$ cat src/verilog/dcl_pkg.sv
// What this block does
// Update after writes reaches output in 14 cycles
// Update before writes reaches output in 11 cycles
// Phase select reaches output in 12 cycles
// Offset enable reaches output in 14 cycles
// Reset values reach output in 11 cycles
// Writes accepted from one cycle after reset
// Host writes no faster than 50 MSPS
// Control pins captured on the clock edge
// Writes fill shadow; update copies all together
// Phase select adds 0/90/180/270 degrees
`default_nettype none

package dcl_pkg;

    // ------------------------------------------------------------
    // Widths
    // ------------------------------------------------------------
    localparam int ACC_W = 48;
    localparam int SAMP_W = 16;
    localparam int BYTE_W = 8;
    localparam int ADDR_W = 4;
    localparam int WORD_BYTES = 6;
    localparam int SHADOW_BYTES = 12;
    localparam int PH_SEL_W = 2;

    // ------------------------------------------------------------
    // Write port map: center word bytes, then offset word bytes
    // ------------------------------------------------------------
    localparam logic [ADDR_W-1:0] ADDR_CF_BASE = 4'h0;
    localparam logic [ADDR_W-1:0] ADDR_OF_BASE = 4'h8;

    // ------------------------------------------------------------
    // Reset values
    // ------------------------------------------------------------
    localparam logic [BYTE_W-1:0] BYTE_RESET = 8'h00;
    localparam logic [ACC_W-1:0] ACC_RESET = 48'h0;
    localparam logic [SAMP_W-1:0] SAMP_RESET = 16'h0;

    // Quarter turn of the 16-bit phase word
    localparam int PH_QUARTER_SHIFT = 14;

    // ------------------------------------------------------------
    // Latencies in sample clock cycles
    // ------------------------------------------------------------
    localparam int LAT_UPD_AFTER = 14;
    localparam int LAT_UPD_BEFORE = 11;
    localparam int LAT_PHASE = 12;
    localparam int LAT_OFS = 14;
    localparam int LAT_RESET = 11;
    localparam int LAT_WRITE = 1;
    // Registers between a control change and the output port
    localparam int OUT_PIPE = 3;
    localparam int TAP_UPD_LATE = LAT_UPD_AFTER - OUT_PIPE - 1;
    localparam int TAP_UPD_EARLY = LAT_UPD_BEFORE - OUT_PIPE - 1;
    localparam int TAP_PHASE = LAT_PHASE - (OUT_PIPE - 1);
    localparam int TAP_OFS = LAT_OFS - OUT_PIPE;
    localparam int TAP_RESET = LAT_RESET - OUT_PIPE;

    // ------------------------------------------------------------
    // Host write rate limit
    // ------------------------------------------------------------
    localparam int CLK_HZ = 10000000;
    localparam int WR_RATE_SPS = 50000000;
    localparam int WR_MIN_RAW = (CLK_HZ + WR_RATE_SPS - 1) / WR_RATE_SPS;
    localparam int WR_MIN_CYCLES = (WR_MIN_RAW < 1) ? 1 : WR_MIN_RAW;

    // Two-entry output buffer
    localparam int BUF_DEPTH = 2;
    localparam logic [1:0] BUF_FULL = 2'h2;

endpackage

`default_nettype wire

$ cat src/verilog/dcl_stream_if.sv
`timescale 1ns/100ps
`default_nettype none

// Sample stream between the generator and its output buffer
interface dcl_stream_if;
    logic [15:0] data;
    logic valid;
    logic ready;
    modport src (output data, output valid, input ready);
    modport snk (input data, input valid, output ready);
endinterface

`default_nettype wire
$ cat src/verilog/dcl_buf.sv
`timescale 1ns/100ps
`default_nettype none

module dcl_buf (
    input wire logic clk_in,
    input wire logic rst_in,
    dcl_stream_if.snk in_st,
    output logic [dcl_pkg::SAMP_W-1:0] data_out,
    output logic valid_out,
    input wire logic ready_in
);
    import dcl_pkg::*;

    logic [SAMP_W-1:0] mem_reg [BUF_DEPTH];
    logic wr_ptr_reg;
    logic rd_ptr_reg;
    logic [1:0] count_reg;
    logic push;
    logic pop;

    // ------------------------------------------------------------
    // Handshake decode
    // ------------------------------------------------------------
    // Ready looks only at the count, so a stalled receiver stops the generator
    assign in_st.ready = (count_reg != BUF_FULL);
    assign valid_out = (count_reg != 2'h0);
    assign push = in_st.valid && in_st.ready;
    assign pop = valid_out && ready_in;
    assign data_out = mem_reg[rd_ptr_reg];

    // Storage
    always_ff @(posedge clk_in or posedge rst_in) begin
        if (rst_in) begin
            mem_reg[0] <= SAMP_RESET;
            mem_reg[1] <= SAMP_RESET;
        end else if (push) begin
            mem_reg[wr_ptr_reg] <= in_st.data;
        end
    end

    // Pointers and fill count
    always_ff @(posedge clk_in or posedge rst_in) begin
        if (rst_in) begin
            wr_ptr_reg <= 1'b0;
            rd_ptr_reg <= 1'b0;
            count_reg <= 2'h0;
        end else begin
            wr_ptr_reg <= wr_ptr_reg ^ push;
            rd_ptr_reg <= rd_ptr_reg ^ pop;
            count_reg <= count_reg + {1'b0, push} - {1'b0, pop};
        end
    end
endmodule

`default_nettype wire

$ cat src/verilog/dcl_core.sv
`timescale 1ns/100ps
`default_nettype none

module dcl_core (
    input wire logic clk_in,
    input wire logic rst_in,
    input wire logic wr_strobe_in,
    input wire logic wr_enable_n_in,
    input wire logic [dcl_pkg::ADDR_W-1:0] wr_addr_in,
    input wire logic [dcl_pkg::BYTE_W-1:0] wr_data_in,
    input wire logic update_n_in,
    input wire logic [dcl_pkg::PH_SEL_W-1:0] phase_select_in,
    input wire logic offset_freq_enable_in,
    input wire logic ctl_reset_in,
    output logic [dcl_pkg::SAMP_W-1:0] sample_out,
    output logic sample_valid_out,
    input wire logic sample_ready_in
);
    import dcl_pkg::*;

    // ------------------------------------------------------------
    // Declarations
    // ------------------------------------------------------------
    logic [BYTE_W-1:0] shadow_reg [SHADOW_BYTES];
    logic [BYTE_W-1:0] active_reg [SHADOW_BYTES];
    logic [SHADOW_BYTES-1:0] byte_sel;
    logic [ACC_W-1:0] cf_word;
    logic [ACC_W-1:0] of_word;
    logic dirty_reg;
    logic dirty_next;
    logic [TAP_UPD_LATE:0] late_reg;
    logic [TAP_UPD_EARLY:0] early_reg;
    logic [TAP_PHASE:0][PH_SEL_W-1:0] ph_reg;
    logic [TAP_OFS:0] ofs_reg;
    logic [TAP_RESET:0] rs_reg;
    logic [ACC_W-1:0] acc_reg;
    logic [ACC_W-1:0] acc_next;
    logic [ACC_W-1:0] freq;
    logic [SAMP_W-1:0] sample_reg;
    logic [SAMP_W-1:0] sample_next;
    logic [SAMP_W-1:0] ph_offset;
    logic sample_valid_reg;
    logic wr_take;
    logic upd_take;
    logic upd_late;
    logic upd_early;
    logic xfer;
    logic rs_hit;
    logic advance;
    logic [3:0] warm_reg;

    dcl_stream_if st ();

    // ------------------------------------------------------------
    // Control decode
    // ------------------------------------------------------------
    // Pins other than rst_in are only looked at through clocked logic below, never as
    // asynchronous controls
    assign wr_take = wr_strobe_in && !wr_enable_n_in && !ctl_reset_in;
    assign upd_take = !update_n_in && !ctl_reset_in;
    // An update with new bytes pending takes the long path
    assign upd_late = upd_take && dirty_reg;
    // An update with nothing pending arms a copy of later writes
    assign upd_early = upd_take && !dirty_reg;
    assign xfer = late_reg[TAP_UPD_LATE] || early_reg[TAP_UPD_EARLY];
    assign rs_hit = rs_reg[TAP_RESET];
    assign advance = st.ready;

    // Dirty flag: a write in the same cycle as an update wins
    assign dirty_next = wr_take ? 1'b1 : (upd_take ? 1'b0 : dirty_reg);

    // ------------------------------------------------------------
    // Shadow bytes and word assembly
    // ------------------------------------------------------------
    genvar gi;
    generate
        for (gi = 0; gi < SHADOW_BYTES; gi++) begin : g_byte
            localparam logic [ADDR_W-1:0] BYTE_ADDR = (gi < WORD_BYTES) ?
                ADDR_CF_BASE + ADDR_W'(gi) : ADDR_OF_BASE + ADDR_W'(gi - WORD_BYTES);
            assign byte_sel[gi] = wr_take && (wr_addr_in == BYTE_ADDR);

            // Writes only touch the shadow copy
            always_ff @(posedge clk_in or posedge rst_in) begin
                if (rst_in) begin
                    shadow_reg[gi] <= BYTE_RESET;
                end else if (ctl_reset_in) begin
                    shadow_reg[gi] <= BYTE_RESET;
                end else if (byte_sel[gi]) begin
                    shadow_reg[gi] <= wr_data_in;
                end
            end

            if (gi < WORD_BYTES) begin : g_cf
                assign cf_word[gi*BYTE_W +: BYTE_W] = active_reg[gi];
            end else begin : g_of
                assign of_word[(gi-WORD_BYTES)*BYTE_W +: BYTE_W] = active_reg[gi];
            end
        end
    endgenerate

    // Shadow to active in one edge, so a 48-bit word never tears
    always_ff @(posedge clk_in or posedge rst_in) begin
        if (rst_in) begin
            active_reg <= '{default: BYTE_RESET};
        end else if (rs_hit) begin
            active_reg <= '{default: BYTE_RESET};
        end else if (xfer) begin
            active_reg <= shadow_reg;
        end
    end

    // Pending-write flag
    always_ff @(posedge clk_in or posedge rst_in) begin
        if (rst_in) begin
            dirty_reg <= 1'b0;
        end else if (ctl_reset_in) begin
            dirty_reg <= 1'b0;
        end else begin
            dirty_reg <= dirty_next;
        end
    end

    // ------------------------------------------------------------
    // Latency delay lines
    // ------------------------------------------------------------
    // Each pin is registered on the edge, then walks a fixed line so the
    // effect lands at the output exactly on its documented cycle
    always_ff @(posedge clk_in or posedge rst_in) begin
        if (rst_in) begin
            late_reg <= '0;
            early_reg <= '0;
        end else if (ctl_reset_in) begin
            late_reg <= '0;
            early_reg <= '0;
        end else begin
            late_reg <= {late_reg[TAP_UPD_LATE-1:0], upd_late};
            early_reg <= {early_reg[TAP_UPD_EARLY-1:0], upd_early};
        end
    end

    // Phase, offset enable and reset lines ignore the control reset
    always_ff @(posedge clk_in or posedge rst_in) begin
        if (rst_in) begin
            ph_reg <= '0;
            ofs_reg <= '0;
            rs_reg <= '0;
        end else begin
            ph_reg <= {ph_reg[TAP_PHASE-1:0], phase_select_in};
            ofs_reg <= {ofs_reg[TAP_OFS-1:0], offset_freq_enable_in};
            rs_reg <= {rs_reg[TAP_RESET-1:0], ctl_reset_in};
        end
    end

    // ------------------------------------------------------------
    // Oscillator
    // ------------------------------------------------------------
    // Sum wraps modulo 2^48; offset term zeroed by the delayed enable
    assign freq = cf_word + (ofs_reg[TAP_OFS] ? of_word : ACC_RESET);
    assign acc_next = acc_reg + freq;
    // Quarter-turn steps on the top of the phase word
    assign ph_offset = SAMP_W'({ph_reg[TAP_PHASE], {PH_QUARTER_SHIFT{1'b0}}});
    assign sample_next = acc_reg[ACC_W-1 -: SAMP_W] + ph_offset;

    // Accumulator stalls with the buffer so no phase step is lost
    always_ff @(posedge clk_in or posedge rst_in) begin
        if (rst_in) begin
            acc_reg <= ACC_RESET;
        end else if (rs_hit) begin
            acc_reg <= ACC_RESET;
        end else if (advance) begin
            acc_reg <= acc_next;
        end
    end

    // Sample stage feeding the buffer
    always_ff @(posedge clk_in or posedge rst_in) begin
        if (rst_in) begin
            sample_reg <= SAMP_RESET;
            sample_valid_reg <= 1'b0;
        end else if (advance) begin
            sample_reg <= sample_next;
            sample_valid_reg <= 1'b1;
        end
    end

    assign st.data = sample_reg;
    assign st.valid = sample_valid_reg;

    // ------------------------------------------------------------
    // Output buffer
    // ------------------------------------------------------------
    // Latencies hold while the receiver keeps ready high; a stall only
    // delays samples, it never drops them
    dcl_buf u_buf (
        .clk_in(clk_in),
        .rst_in(rst_in),
        .in_st(st.snk),
        .data_out(sample_out),
        .valid_out(sample_valid_out),
        .ready_in(sample_ready_in)
    );

    // ------------------------------------------------------------
    // Checks
    // ------------------------------------------------------------
    // History counter so delayed comparisons start on known values
    always_ff @(posedge clk_in or posedge rst_in) begin
        if (rst_in) begin
            warm_reg <= 4'h0;
        end else if (warm_reg != 4'hF) begin
            warm_reg <= warm_reg + 4'h1;
        end
    end
endmodule

`default_nettype wire

$ cat config.mk
export PLATFORM = sky130hd
export DESIGN_NAME = dcl_core
export DESIGN_NICKNAME = d
export VERILOG_FILES = /design/src/verilog/dcl_pkg.sv /design/src/verilog/dcl_stream_if.sv /design/src/verilog/dcl_buf.sv /design/src/verilog/dcl_core.sv
export SDC_FILE = /design/constraint.sdc
export NUM_CORES = 1
export LEC_CHECK = 0
export ABC_AREA = 0
export ABC_CLOCK_PERIOD_IN_PS = 13700
export BUFFER_PORTS_ARGS = -buffer_cell sky130_fd_sc_hd__buf_2
export CAP_MARGIN = 20
export CORE_MARGIN = 2
export CORE_UTILIZATION = 48
export CTS_BUF_LIST = sky130_fd_sc_hd__clkbuf_4 sky130_fd_sc_hd__clkbuf_8
export CTS_CLUSTER_SIZE = 24
export DETAILED_ROUTE_END_ITERATION = 8
export GPL_TIMING_DRIVEN = 0
export PLACE_DENSITY_LB_ADDON = 0.3
export SLEW_MARGIN = 20
export SYNTH_ARGS = -nofsm -noshare
export SYNTH_HDL_FRONTEND = slang
export SYNTH_SLANG_ARGS = --single-unit
$ cat constraint.sdc
create_clock -name clk_in -period 13.7 [get_ports clk_in]
set_input_delay 1.37 -clock clk_in [delete_from_list [all_inputs] [get_ports clk_in]]
set_output_delay 1.37 -clock clk_in [all_outputs]
set_load 0.02 [all_outputs]
Word level (Yosys, flattened, before mapping):

Index checks and enable logic that the tools add are counted.

* $add $sub $neg: 5
* bitwise operators: 4
* equal/unequal tests: 12
* multiplexer cells: 40
* shift-type cells: 0
* magnitude comparators: 3
* reduce and logical (&&, ||, !) cells: 42
* multiply operators: 0
* div/mod/pow operators: 0

Operator list (number)
* two-way mux 8 bit: 25
* two-way mux 96 bit: 2
* two-way mux 48 bit: 3
* adder 48 bit: 2
* two-way mux 16 bit: 4
* bitwise mux 32 bit: 1
* nonzero test 2 bit: 15
* equality test 4 bit, second input constant: 6
* logical AND 1 bit: 20
* adder 16 bit: 1
* demux 16 bit (select 1 bit): 1
* two-way mux 11 bit: 1
* equality test 4 x 2 -> 1 bit, second input constant: 2
* equality test 4 x 3 -> 1 bit, second input constant: 2
* equality test 4 x 1 -> 1 bit, second input constant: 1
* >= comparator 2 bit, second input constant: 2
* logical NOT 1 bit: 4
* logical NOT 4 bit: 1
* inverter 1 -> 2 bit: 2
* two-way mux 1 bit: 3
* nonzero test 3 bit: 1
* adder 2 x 1 -> 2 bit: 1
* < comparator 2 x 1 -> 1 bit, second input constant: 1
* inequality test 2 bit, second input constant: 1
* other kinds (3): 4

* latch bits: 0
* memory bits (read-only): 0
* memories: 0
* input port bits: 22
* logic and storage cells: 154
* bits in writable memories: 0
* output and inout bits: 17
* flip-flop bits (word level): 356

Logic depth before layout (Yosys ltp):

* depth after elaboration: 6
* depth in mapped cells: 15
* gate-level depth less buffers: 13

Cells and area by module:

Synthesis repeated with hierarchy kept, for this count alone.

* cell total of the unflattened synthesis: 1671
* area, all modules: 18023.5 µm²

Modules (own cells, without submodules)
* dcl_core: cells each 1565, instances 1, sequential area each 8007.7 µm², area each 16258.1 µm²
* dcl_buf: cells each 106, instances 1, sequential area each 900.9 µm², area each 1765.4 µm²

Least setup slack after synthesis:

No wires, ideal clock.

* path type: flip-flop to flip-flop
* start point: register ofs_reg[11]
* end point: register acc_reg[47]
* required time: 13.580 ns
* buffers on the path: 1
* clock period less this slack: 3.420 ns
* cell stages (with the launch flop): 15
* slack: 10.280 ns
* library setup time: 0.120 ns
* arrival: 3.300 ns
* cells stage by stage: dfrtp_1 > clkbuf_1 > and2_1 > fa_1 > ha_1 > fa_1 > a21oi_1 > o21ai_0 > o21ai_1 > a31oi_2 > a31oi_1 > a41oi_2 > xnor2_1 > a21oi_1 > a31o_2

* word-level cells in the longest chain between the ends: 5

Ends and longest elaborated chain
* start, declared: RTL line dcl_core.sv:34 `logic [TAP_OFS:0] ofs_reg;`
* start signal, assigned: RTL line dcl_core.sv:149 `ofs_reg <= {ofs_reg[TAP_OFS-1:0], offset_freq_enable_in};`
* two-way mux 48 bit: RTL line dcl_core.sv:158 `assign freq = cf_word + (ofs_reg[TAP_OFS] ? of_word : ACC_RESET);`
* adder 48 bit: RTL line dcl_core.sv:158
* adder 48 bit: RTL line dcl_core.sv:159 `assign acc_next = acc_reg + freq;`
* two-way mux 48 bit: RTL line dcl_core.sv:170 `end else if (advance) begin`
* two-way mux 48 bit: RTL line dcl_core.sv:168 `end else if (rs_hit) begin`
* end signal, assigned: RTL line dcl_core.sv:171 `acc_reg <= acc_next;`
* end, declared: RTL line dcl_core.sv:36 `logic [ACC_W-1:0] acc_reg;`

Every way passes these cells. The select of a mux whose other input is x is not followed.
A chain may end at the register's enable or synchronous reset.

Final worst setup path:

* start point: register ofs_reg[11]
* end point: register acc_reg[42]

Same word-level chain as after synthesis.

==> results.cfg <==
[outcome]
result_of_the_run = completed

[cts]
clk_root_buffer_cell = clkbuf_8
cts_tree = built
cts.reportedPaths.clkPinSlew_ns = 0.07
clk-insertion-delay-late_ns = 0.65
post_cts_resize_count = 0
cts_hold_buf = 0
cts_made_buffers = 58
cts.path.max_buffers = 3
clock_sink_count = 356
h-tree-depth = 2
post-cts-setup-buffers = 0

[sta]
layout_worst_path_cycle_share_pct = 33.2
setup_repair_after_global_routing_missed_its_margin = no
hold-worst-slack_ns = 0.329
timing.slew.headroom_pct = 46.9
finalWorstPathRequiredPeriod_ns = 4.54
hold_viol_final = 0
fin_setup_tns_ns = 0
report.final.setup_viol = 0
slew_violations = 0
worst_pin_slew_ns = 0.797
max_clock_freq_mhz = 220
final.setup_skew_ns = 0.0359

[place]
place_hpwl_mm = 32.9
placed_cells = 2266
place.port_buffers = 37
finalWeightedCongestion = 0.895

[synthesis]
post_synthesis_average_cell_area_um2 = 10.1
synth_mux_area_share_pct = 4.00
yosys_warnings = 0
mappedNetlistNets = 1879
sequential_element_share_of_the_synthesized_area_pct = 50.2
number_of_enable_flip_flop_cells_after_synthesis = 0
async_reset_ff_share_pct = 100
compound_gate_fraction_of_synth_area_pct = 12.4
synthAdderAreaFrac_pct = 9.00
synth_top_flop_cell = dfrtp_1
synthesized_flop_and_latch_total = 356
xor_xnor_cell_area_share_of_the_yosys_netlist_pct = 2.22
yosysUniqueCellTypes = 66
synthesis.instances = 1758
main_combinational_cell_family_by_area_after_synthesis = simple AND/OR/NAND/NOR gates
mappedNetlistArea_um2 = 17800
synth_simple_gate_area_share_pct = 19.2

[power]
power.share.clock_pct = 39.4
power.density_cell_area_nw_per_um2 = 127
internal_power_mw = 1.80
switching_share_pct = 28.9
power_frac_seq_pct = 45.0
power_switching_mw = 0.732
cellLeakagePower_nw = 9.20
share_comb_of_total_power_pct = 15.6
vdd_ir_drop_max_mv = 0.0824

[finish]
antenna_cells = 0
fillers = 3224
leading_cell_type_in_the_layout_fill_and_taps_excluded = dfrtp_1
layout-drive-gt1-share_pct = 12.2
multi_input_logic_area_um2 = 8310
finish.net_count = 1979
area_overhead_vs_synth_pct = 12.2
layout.core_utilization_pct = 54.5
register_area_um2 = 8910
most_frequent_cells_in_the_layout = 356 x dfrtp_1, 296 x nand2_1, 189 x o21ai_0, 138 x nand2b_1, 94 x a21oi_1
stdcell_count = 2375

[floorplan]
die_height_um = 196
std_cell_rows = 70
die_area_um2 = 38600
num_io_pins = 39
start_util_pct = 48.6
chipWidth_um = 196
total_core_area_um2 = 36500

[global_routing]
grt_pass1_wl_mm = 70.4
largest_net_degree_at_the_start_of_global_routing = 112
grt.overflow.total = 0
initial_antenna_violation_count = 1
grt_use_total_pct = 23.4
first_global_vias = 13000

[worst_setup_path]
required_worst_endpoint_ns = 14.25
crit_fanout = 10
critPathLaunchType = flop
critical-path-max-stage-delay_ns = 0.45
worst-endpoint-arrival_ns = 5.09
critical_path.endpoint_type = flop
path_buf_inv = 2
criticalPathCategory = reg -> reg
timing.critical_path.cells = clkbuf_1 > clkbuf_1 > and2_1 > fa_1 > ha_1 > nand2_1 > o21ai_0 > o21ai_0 > a21oi_1 > o2111ai_1 > a21oi_2 > a21boi_1 > or4_1 > nand3_1
critPathTopFamily = compound AO/OA/AOI/OAI gates
crit_slowest_cell = fa_1

[detailed_routing]
met3_wirelength_mm = 2.42
avgViaCountPerCell = 5.35
detailed_route_iter0_violations = 967
route.final.wire_length_mm = 43.3
drcViolationCount = 0
drtAntennaViolNets = 0
routedLengthMet1_mm = 20.1
avgRoutedWirePerCell_um = 18.3
drt_pass1_iterations = 5
detailroute.via_count = 12700
dr.max_layer_used = met5
routed-wl-met2_mm = 19.3

[min_path]
worst_hold_path_type = reg -> reg

[job]
cap_viol_max_count = 0
[final timing paths]
kind / from / to / slack, ns / depth (start not counted)
max: ofs_reg[11] / acc_reg[42] / 9.16 / 14
min: ph_reg[10] / ph_reg[12] / 0.33 / 0
max reg2reg: ofs_reg[11] / acc_reg[42] / 9.16 / 14
min reg2reg: ph_reg[10] / ph_reg[12] / 0.33 / 0
max in group asynchronous: rst_in / u_buf.mem_reg[31] / 11.68 / 4
min in group asynchronous: rst_in / shadow_reg[91] / 0.76 / 2
[cell type report]
cell class                 count  area share [%]
buffer                       112            2.23
clock buffer                  92            5.89
clock inverter                17           0.603
inverter                      27           0.546
multi-input combinational   1263            41.7
sequential                   356            44.7
tap                          468            2.94
timing repair buffer          40            1.34
[worst reg2reg max path, delay by kind of cell, from the launching register on]
family                   cells  cell delay, ns
AND/OR/NAND/NOR              4            0.89
flip-flops                   1            0.44
buffers and inverters        2            0.75
adder cells (fa/ha/maj)      2            0.84
AO/OA/AOI/OAI                6            1.55
[synthesized netlist by cell type (3+ instances only)]
cell type	number	area share (%)
fa_1	48	5.4
a21o_1	18	0.76
o22ai_1	3	0.11
inv_1	27	0.57
or2_2	3	0.11
nor3_1	19	0.54
nand4_1	14	0.49
clkbuf_1	91	1.9
a31oi_1	8	0.28
buf_2	10	0.28
a21oi_1	94	2.6
nand3b_1	41	1.7
nand2_1	296	6.3
mux2i_1	17	0.96
buf_1	8	0.17
ha_1	51	3.6
o21a_1	4	0.17
and2_1	50	1.8
a211oi_1	10	0.42
nand2b_1	138	4.9
nor3b_1	7	0.30
nor2b_1	22	0.77
o211ai_1	4	0.17
o21ai_1	4	0.11
xor2_1	12	0.59
xnor2_1	33	1.6
or3_1	3	0.11
o21ai_0	189	5.3
dfrtp_1	356	50
buf_4	3	0.13
nor2_1	60	1.3
nand3_1	14	0.39
or4_1	4	0.17
mux2_2	48	3.0
o21bai_1	10	0.42
[per-layer routing]
| layer | global-route usage (%) | vias up |
|---|---|---|
| li1 | - | 6157 |
| met1 | 32.5 | 6157 |
| met2 | 36.3 | 321 |
| met3 | 4.89 | 80 |
| met4 | 8.75 | 2 |
| met5 | 0 | - |
[per-stage QoR]
stage	setup WS (ns)	cell area [um2]	total power, mW
4_1_cts	9.17	19900	2.56
2_1_floorplan	2.45	17800	1.43
6_report	9.16	19900	2.53
5_1_grt	8.84	19900	2.65
3_5_place_dp	9.16	18600	1.56
3_3_place_gp	-1.12	18500	1.54
[cells by family (layout without fill, tap and decap cells)]
kind of cell	after synthesis	in the layout
fa+ha+maj	99	99
compound gates	374	374
xor+xnor	45	45
buf+inv	139	288
flops	356	356
mux	65	65
simple gates	680	680
[power by group through the flow]
| stage | registers, mW | clock network, mW | logic, mW |
|---|---|---|---|
| floorplan | 1.15 | 0 | 0.283 |
| global route | 1.15 | 1.07 | 0.435 |
| detailed placement | 1.16 | 0 | 0.398 |
| finish | 1.14 | 0.999 | 0.395 |
| CTS | 1.14 | 1.02 | 0.400 |
| global placement | 1.16 | 0 | 0.388 |
(Power assumes the default switching activity.)
